--- config.mk ---
export PLATFORM = sky130hd
export DESIGN_NAME = pcr_compare_reset
export DESIGN_NICKNAME = d
export VERILOG_FILES = /design/src/pcr_pkg.sv /design/src/pcr_compare_reset.sv
export SDC_FILE = /design/constraint.sdc
export NUM_CORES = 2
export LEC_CHECK = 0
export ABC_AREA = 1
export BUFFER_PORTS_ARGS = -buffer_cell sky130_fd_sc_hd__buf_4
export CORE_MARGIN = 2
export CORE_UTILIZATION = 25
export DETAILED_ROUTE_END_ITERATION = 10
export PLACE_DENSITY_LB_ADDON = 0.05
export REMOVE_ABC_BUFFERS = 1
export SETUP_SLACK_MARGIN = 0.1
export SYNTH_ARGS = -nofsm -noshare
export SYNTH_HDL_FRONTEND = slang
export SYNTH_SLANG_ARGS = --single-unit
--- constraint.sdc ---
create_clock -name core_clk -period 11.1 [get_ports core_clk]
set_input_delay 2.22 -clock core_clk [delete_from_list [all_inputs] [get_ports core_clk]]
set_output_delay 2.22 -clock core_clk [all_outputs]
set_load 0.05 [all_outputs]
--- src/pcr_pkg.sv ---
// Constants, encodings and carrier types of the position compare-reset unit.
// Assumes a single core_clk domain shared with the axis counters and the user program.
//
// Function
// - When the selected position becomes equal to the target, the configured result bit is cleared.
// - Selector codes 0, 1 and 2 pick the X, Y and Z pulse-output positions; codes outside 0 to 2 and 11 to 13 are refused.
// - Selector codes 11, 12 and 13 pick the X, Y and Z electronic-cam master positions.
// - Target and every source are compared over the full 32 bits, and callers use only that form.
// - A result bit on a fast output point is driven to the pin in the cycle after the match.
// - A result bit on a slow output point reaches its pin only when the current scan ends.
// - A result bit on an internal relay is updated in the cycle after the match.
// - All operations active on one axis use one source, and a mismatch is flagged.
package pcr_pkg;

    // ------------------------------------------------------------------
    // Sizes
    // ------------------------------------------------------------------
    localparam int SLOTS     = 4;
    localparam int SLOT_W    = 2;
    localparam int POS_W     = 32;
    localparam int SEL_W     = 8;
    localparam int AXES      = 3;
    localparam int FAST_PTS  = 16;
    localparam int SLOW_PTS  = 16;
    localparam int RELAYS    = 64;
    localparam int IDX_W     = 6;
    localparam int PT_IDX_W  = 4;

    // ------------------------------------------------------------------
    // Source selector codes
    // ------------------------------------------------------------------
    localparam logic [SEL_W-1:0] SEL_X_PULSE = 8'h00;
    localparam logic [SEL_W-1:0] SEL_Y_PULSE = 8'h01;
    localparam logic [SEL_W-1:0] SEL_Z_PULSE = 8'h02;
    localparam logic [SEL_W-1:0] SEL_X_CAM   = 8'h0B;
    localparam logic [SEL_W-1:0] SEL_Y_CAM   = 8'h0C;
    localparam logic [SEL_W-1:0] SEL_Z_CAM   = 8'h0D;
    localparam logic [1:0]       AXIS_NONE   = 2'h3;

    // ------------------------------------------------------------------
    // Result destination kinds
    // ------------------------------------------------------------------
    localparam logic [1:0] DEST_FAST  = 2'h0;
    localparam logic [1:0] DEST_SLOW  = 2'h1;
    localparam logic [1:0] DEST_RELAY = 2'h2;

    typedef struct packed {
        logic [1:0]       kind;
        logic [IDX_W-1:0] index;
    } pcr_dest_t;

    typedef struct packed {
        logic [SLOT_W-1:0] slot;
        logic              arm;
        logic [POS_W-1:0]  target;
        logic [SEL_W-1:0]  sel;
        pcr_dest_t         dest;
    } pcr_cfg_t;

    typedef struct packed {
        pcr_dest_t dest;
        logic      value;
    } pcr_bitwr_t;

    typedef struct packed {
        logic [SLOTS-1:0]            armed;
        logic [SLOTS-1:0][POS_W-1:0] target;
        logic [SLOTS-1:0][SEL_W-1:0] sel;
        logic [SLOTS-1:0][7:0]       dest;
        logic [SLOTS-1:0]            matchPrev;
        logic [SLOTS-1:0]            hit;
        logic [FAST_PTS-1:0]         fastOut;
        logic [SLOW_PTS-1:0]         slowImage;
        logic [SLOW_PTS-1:0]         slowOut;
        logic [RELAYS-1:0]           relay;
        logic                        selError;
        logic [AXES-1:0]             conflict;
    } pcr_state_t;

    // ------------------------------------------------------------------
    // Reset values
    // ------------------------------------------------------------------
    localparam pcr_state_t STATE_RST = '0;

endpackage

--- src/pcr_compare_reset.sv ---
// Position compare-reset unit: clears a result bit when a selected axis position hits a target.
// Assumes positions, configuration, bit writes and the scan-end strobe all come on core_clk.
`timescale 1ns/100ps

module pcr_compare_reset
(
    // Clock, reset and enable
    input  wire logic                                        core_clk,
    input  wire logic                                        rst,
    input  wire logic                                        clkEn,
    // Axis positions
    input  wire logic [pcr_pkg::AXES-1:0][pcr_pkg::POS_W-1:0] pulsePos,
    input  wire logic [pcr_pkg::AXES-1:0][pcr_pkg::POS_W-1:0] camPos,
    // User program requests
    input  wire logic                                        cfgValid,
    input  wire pcr_pkg::pcr_cfg_t                           cfgReq,
    input  wire logic                                        bitWrValid,
    input  wire pcr_pkg::pcr_bitwr_t                         bitWr,
    input  wire logic                                        scanDone,
    // Result bits
    output logic      [pcr_pkg::FAST_PTS-1:0]                fastOut,
    output logic      [pcr_pkg::SLOW_PTS-1:0]                slowOut,
    output logic      [pcr_pkg::RELAYS-1:0]                  relayBits,
    // Status
    output logic      [pcr_pkg::SLOTS-1:0]                   matchPulse,
    output logic                                             selError,
    output logic      [pcr_pkg::AXES-1:0]                    sourceConflict
);

    // ------------------------------------------------------------------
    // Decoding helpers
    // ------------------------------------------------------------------
    function automatic logic [1:0] selAxis(input logic [pcr_pkg::SEL_W-1:0] sel);
        logic [1:0] axis;
        axis = pcr_pkg::AXIS_NONE;
        if (sel == pcr_pkg::SEL_X_PULSE || sel == pcr_pkg::SEL_X_CAM)
            axis = 2'h0;
        else if (sel == pcr_pkg::SEL_Y_PULSE || sel == pcr_pkg::SEL_Y_CAM)
            axis = 2'h1;
        else if (sel == pcr_pkg::SEL_Z_PULSE || sel == pcr_pkg::SEL_Z_CAM)
            axis = 2'h2;
        return axis;
    endfunction

    function automatic logic selIsCam(input logic [pcr_pkg::SEL_W-1:0] sel);
        return sel >= pcr_pkg::SEL_X_CAM;
    endfunction

    // Hardware clears are applied after user writes, so a match never loses to a write.
    function automatic pcr_pkg::pcr_state_t writeBit(input pcr_pkg::pcr_state_t s,
                                                    input pcr_pkg::pcr_dest_t  d,
                                                    input logic                v);
        pcr_pkg::pcr_state_t r;
        r = s;
        case (d.kind)
            pcr_pkg::DEST_FAST:  r.fastOut[d.index[pcr_pkg::PT_IDX_W-1:0]] = v;
            pcr_pkg::DEST_SLOW:  r.slowImage[d.index[pcr_pkg::PT_IDX_W-1:0]] = v;
            pcr_pkg::DEST_RELAY: r.relay[d.index] = v;
            default:             r = s;
        endcase
        return r;
    endfunction

    // ------------------------------------------------------------------
    // State
    // ------------------------------------------------------------------
    pcr_pkg::pcr_state_t                                st;
    pcr_pkg::pcr_state_t                                next_st;
    logic [pcr_pkg::SLOTS-1:0][pcr_pkg::POS_W-1:0]      selPos;
    logic [pcr_pkg::SLOTS-1:0]                          eq;
    logic [pcr_pkg::SLOTS-1:0]                          eqRise;

    // ------------------------------------------------------------------
    // Source selection and comparison
    // ------------------------------------------------------------------
    genvar g;
    generate
        for (g = 0; g < pcr_pkg::SLOTS; g++)
        begin : gSlot
            logic [1:0] ax;
            assign ax = selAxis(st.sel[g]);
            // Unsupported codes never arm, so the fallback axis is harmless.
            assign selPos[g] = (ax == pcr_pkg::AXIS_NONE) ? '0 :
                               selIsCam(st.sel[g]) ? camPos[ax] : pulsePos[ax];
            // Full-width equality, tried on every clock while armed.
            assign eq[g]     = st.armed[g] && (selPos[g] == st.target[g]);
            assign eqRise[g] = eq[g] && !st.matchPrev[g];
        end
    endgenerate

    // ------------------------------------------------------------------
    // Next state
    // ------------------------------------------------------------------
    always_comb
    begin
        next_st          = st;
        next_st.hit      = '0;
        next_st.selError = 1'b0;
        if (bitWrValid)
            next_st = writeBit(next_st, bitWr.dest, bitWr.value);
        for (int s = 0; s < pcr_pkg::SLOTS; s++)
        begin
            next_st.matchPrev[s] = eq[s];
            if (eqRise[s])
            begin
                next_st.hit[s] = 1'b1;
                // Fast points and relays change at once; slow points wait in the image.
                next_st = writeBit(next_st, st.dest[s], 1'b0);
            end
        end
        if (cfgValid)
        begin
            if (cfgReq.arm && selAxis(cfgReq.sel) == pcr_pkg::AXIS_NONE)
            begin
                next_st.selError            = 1'b1;
                next_st.armed[cfgReq.slot]  = 1'b0;
            end
            else
            begin
                next_st.armed[cfgReq.slot]     = cfgReq.arm;
                next_st.target[cfgReq.slot]    = cfgReq.target;
                next_st.sel[cfgReq.slot]       = cfgReq.sel;
                next_st.dest[cfgReq.slot]      = cfgReq.dest;
                next_st.matchPrev[cfgReq.slot] = 1'b0;
            end
        end
        for (int a = 0; a < pcr_pkg::AXES; a++)
        begin
            next_st.conflict[a] = 1'b0;
            for (int i = 0; i < pcr_pkg::SLOTS; i++)
            begin
                for (int j = i + 1; j < pcr_pkg::SLOTS; j++)
                begin
                    if (st.armed[i] && st.armed[j] && selAxis(st.sel[i]) == 2'(a)
                        && selAxis(st.sel[j]) == 2'(a) && st.sel[i] != st.sel[j])
                        next_st.conflict[a] = 1'b1;
                end
            end
        end
        if (scanDone)
            next_st.slowOut = next_st.slowImage;
    end

    always_ff @(posedge core_clk or posedge rst)
    begin
        if (rst)
            st <= pcr_pkg::STATE_RST;
        else if (clkEn)
            st <= next_st;
    end

    assign fastOut        = st.fastOut;
    assign slowOut        = st.slowOut;
    assign relayBits      = st.relay;
    assign matchPulse     = st.hit;
    assign selError       = st.selError;
    assign sourceConflict = st.conflict;

    pcr_pkg::pcr_dest_t d0;
    assign d0 = st.dest[0];
endmodule // pcr_compare_reset

# Word-level counts from Yosys, hierarchy flattened
# Index checks and enable logic that the tools add are counted.
# op_classes
order_cmp,30
n_eq_ne,58
n_mux,117
n_bitwise,23
n_reduce_logical,113
# ops
cell,count
$mux W32,17
$bmux W32 S2,8
$mux W64,5
$and A64 B64 Y64,4
$not A64 Y64,4
$mux W200,1
$mux W196,1
$mux W16,11
$and A16 B16 Y16,8
$bwmux W128,1
$eq A32 B32 Y1,4
$eq A8 B4 Y1 const B,15
$mux W120,1
$mux W119,1
$mux W118,1
$mux W117,1
$mux W116,1
$logic_and A1 B1 Y1,80
$bwmux W32,2
$bwmux W64,1
$demux W32 S2,1
$not A16 Y16,4
$ne A8 B8 Y1,6
$eq A8 B1 Y1 const B,5
other kinds (26),158
# totals
ff_bits,320
input_bits,258
word_cells,362

# Logic depth before layout (Yosys ltp)
# depth
word_depth,24
ltp_mapped,28

# Worst setup path after synthesis
# Ideal clock, no wire load.
# synth_path
path_type,input to register
from,input pulsePos[58] (netlist name)
to,register st (netlist bit relayBits[29])
arrival_time_ns,3.800
required_ns,10.983
setup_slack_ns,7.183
cell_stages,20
path_buffers,1
cell_sequence,inv_1 -> nand3_1 -> o21ai_0 -> o21ai_1 -> nand2_1 -> nand2_1 -> nand2_1 -> nor2_1 -> nand2_1 -> nor2_1 -> nand2_1 -> nor2_4 -> nand2_4 -> nor2_4 -> buf_6 -> nand2_1 -> nand2_1 -> nor2_1 -> nand3_1 -> nand2_1
# synth_between
elab_chain_len,17
# synth_rtl
element,line,source
start: declaration,pcr_compare_reset.sv:12,"input wire logic [pcr_pkg::AXES-1:0][pcr_pkg::POS_W-1:0] pulsePos,"
$bmux W32 S2,pcr_compare_reset.sv:84,selIsCam(st.sel[g]) ? camPos[ax] : pulsePos[ax];
$mux W32 (implied by the code),pcr_compare_reset.sv:84,
$mux W32,pcr_compare_reset.sv:84,
$mux W32,pcr_compare_reset.sv:83,assign selPos[g] = (ax == pcr_pkg::AXIS_NONE) ? '0 :
$eq A32 B32 Y1,pcr_compare_reset.sv:86,assign eq[g] = st.armed[g] && (selPos[g] == st.target[g]);
$logic_and A1 B1 Y1,pcr_compare_reset.sv:86,
$logic_and A1 B1 Y1,pcr_compare_reset.sv:87,assign eqRise[g] = eq[g] && !st.matchPrev[g];
$mux W117,pcr_compare_reset.sv:104,if (eqRise[s])
$and A64 B64 Y64 (no line),-,
$mux W64,pcr_compare_reset.sv:55,case (d.kind)
$mux W118,pcr_compare_reset.sv:104,
$and A64 B64 Y64 (no line),-,
$mux W64,pcr_compare_reset.sv:55,
$mux W119,pcr_compare_reset.sv:104,
$and A64 B64 Y64 (no line),-,
$mux W64,pcr_compare_reset.sv:55,
$mux W120 (*),pcr_compare_reset.sv:104,
end signal: assignment,pcr_compare_reset.sv:147,st <= pcr_pkg::STATE_RST;
end signal: assignment,pcr_compare_reset.sv:149,st <= next_st;
end: declaration,pcr_compare_reset.sv:67,pcr_pkg::pcr_state_t st;
# Mark *: on every way between the ends. The rest lies on a longest branch, timed or not. The select of a mux whose other input is x is not followed.
# A chain may end at the register's enable or synchronous reset.

==> summary.txt <==
Routing
  – WL final: 211 mm
  – Vias: 42.4k
  – Via/cell ratio: between 5 and 6
  – Initial DRC Count: 5,173
  – Pre-Repair DR Iteration Count: 6
  – Drc violations: 0
  – Routed len/inst: around 26 um
  – Routed Antenna Nets: 0

STA
  – Worst clock skew: 0.0378 ns
  – Max transition margin: 15.6%
  – Setup tns final: 0 ns
  – Slew Limit Fails: 0
  – Final period utilization: a little under three fifths
  – Final hold viol count: 0
  – Setup violators final: 0
  – RSZ-0062 raised after global routing: no
  – Max Clk Rate: ~160 MHz
  – Worst-Margin Slew: about 1.3 ns
  – Tmin final: 6.39 ns
  – Smallest hold slack: 0.471 ns

Setup path
  – Setup CP Type: flop to flop
  – Critical path arrival: 6.90 ns
  – Worst Path Max Fanout: 39
  – Worst setup SP type: flop
  – Critical path endpoint category: flop
  – Critical path required time: 11.62 ns

Global routing
  – Total track usage: 29.4%
  – First-pass GRT wire length: approximately 300 mm
  – Vias in the first global route: 39.6k
  – Initial antenna violation count: 3
  – GRT Residual Overflow: 0
  – Largest net degree at the start of global routing: 120

Floorplanning
  – Std-Cell Rows: 135
  – Chip Height: 373 um
  – Core Footprint: 135,000 um^2
  – Top Ports: 362
  – Die area: 139,000 um^2
  – Starting Density: 25.2%
  – Die W: 373 um

Pwr
  – Pwr Density: between 150 and 200 nW/um^2
  – Total power: 7.66 mW
  – VDD IR max: approximately 0.12 mV
  – Static leakage: 20.2 nW

Clock network
  – CTS tree: yes
  – Post-CTS Setup Bufs: 0
  – H-tree depth: 2
  – Hold Buf Count CTS: 0
  – Clock Latency Late Sink: ~0.67 ns
  – Clk buf depth: 3
  – CTS sink count: 320
  – CTS root buf: clkbuf_16
  – Post_cts resized: 0
  – Worst-path clk slew: ~0.070 ns
  – Cts bufs inserted: 47

Flow run
  – Max-Cap Viols: 0

Finish
  – Fillers: 15.7k
  – Layout cell share with drive strength beyond 1: 10.2%
  – Nets: between 6k and 7k
  – Combined area of the multi-input logic cells: 20,900 um^2
  – Final Util: 28.7%
  – Seq. cell area: 8010 um^2
  – Synthesis-to-layout area growth: 13.9%

Logic synthesis
  – Synth warnings: 0
  – Number of synthesized flops with an enable pin: 0
  – Post-Syn Instances: 6,146
  – Count of different cell masters after synthesis: 49
  – Mapped Avg Cell Area: 5.54 um^2
  – Synth Cell Area: 34,000 um^2
  – Post-synth top flop: dfrtp_1
  – Sequential area share after synthesis: 23.5%
  – Synth top area share: between 20% and 30%
  – Ys async rst share: 100%
  – Dominant cell type by area after synthesis: nand2_1
  – Synth Register Bits: 320
  – Synth area leaders: nand2_1 26%, dfrtp_1 24%, nand3_1 11%

Worst hold path
  – Tightest Hold Check Type: flop to flop

Placed design
  – Port bufs: 361
  – Post-DP HPWL: 153 mm
  – Final GP Congestion: ~0.96

Status
  – Status: finished, final reports clean
## stage by stage
stage | worst slack [ns] | cells | instance area (um^2)
floorplan | 0.0237 | 5705 | 31500
global placement | 5.01 | 7935 | 37200
detailed placement | 4.90 | 7935 | 37200
CTS | 4.89 | 8016 | 38800
global route | 4.44 | 8016 | 38800
finish | 4.71 | 8018 | 38800
## cell usage after synthesis, drive strengths merged (2+ instances only)
cell type  number
a21oi          96
nor2          536
buf           289
xnor2           5
inv           717
and2            3
dfrtp         320
or2             4
o21a            3
o221ai          2
o22ai           4
clkbuf        152
xor2            3
nand3         770
nor4           26
clkinv          6
o32ai           3
o211ai          3
o21ai         340
nand2        2412
nor3           58
nand3b         65
a31oi           4
a311oi         65
nand4         253
## area by class of cell
cell class | count | share of cell area (%)
diodes | 2 | 0.0129
clock buffers | 65 | 3.50
clock inverters | 16 | 0.439
inverters | 723 | 7.03
multi-input cells | 4662 | 53.9
flip-flops and latches | 320 | 20.7
well taps | 1781 | 5.75
repair buffers | 449 | 8.73
## layout by cell type, fill, tap and decap left out, types with 4 or more instances in the layout
master	count
a21oi_1	96
a311oi_1	65
a31oi_1	4
buf_4	448
clkbuf_1	8
clkbuf_16	48
clkbuf_8	9
clkinv_2	13
dfrtp_1	320
inv_1	683
inv_2	33
nand2_1	2386
nand2_2	20
nand2_4	6
nand3_1	762
nand3_2	4
nand3_4	4
nand3b_1	65
nand4_1	253
nor2_1	509
nor2_2	17
nor2_4	9
nor3_1	52
nor3_2	4
nor4_1	25
o21ai_0	293
o21ai_1	41
o22ai_1	4
or2_2	4
xnor2_1	5
## critical path, stage by stage, from the launching register on
cell and delay, ns:
dfrtp_1 0.44, nor2_1 0.18, nand2_2 0.15, inv_2 0.43, nand2_2 0.51, inv_2 0.68, buf_4 0.58, nand2_1 0.10
nand2_1 0.09, inv_1 0.04, nand2_1 0.05, nand2_1 0.07, nand3b_1 0.17, nand2_1 0.07, nor2_1 0.24, nand2_1 0.09
nor2_1 0.15, nand2_1 0.21, nor2_4 0.56, nand3_4 0.49, inv_2 0.52, nand3_1 0.12, nand3_1 0.12, o21ai_1 0.06
## layer usage
layer  part of all wire [%]  routed length, um  GRT usage, %  vias up
met5                 0.0052                 11             0        -
met2                     42              88100          43.5     1999
met4                    3.2               6670          9.02        2
met3                    8.5              18000          5.26      313
li1                       -                  -             -    19700
met1                     47              98100          42.7    20400
## power by group
group | switching (mW) | total, mW | internal [mW]
clock network | 0.691 | 1.61 | 0.915
registers | 0.265 | 1.64 | 1.38
logic | 3.35 | 4.41 | 1.06
total | 4.31 | 7.66 | 3.35
## path summary, 6_finish.rpt
kind	from	to	slack, ns	depth (start not counted)
min in group asynchronous	rst	relayBits[33]	1.58	2
min	st[96]	st[96]	0.47	2
min reg2reg	st[96]	st[96]	0.47	2
max in group asynchronous	rst	relayBits[2]	7.38	4
max	flop	relayBits[48]	4.71	23
max reg2reg	flop	relayBits[48]	4.71	23
## cell families (layout without fill, tap and decap cells)
kind of cell	after synthesis	after routing	share of synthesized area [%]
AOI/OAI and AO/OA	527	527	8.73
DFF	320	320	23.5
xor gates and xnor gates	8	8	0.206
buffers and inverters	1164	1253	15.4
and+or+nand+nor	4127	4127	52.1
other	0	2	0
Power figures use the tool's default switching activity.
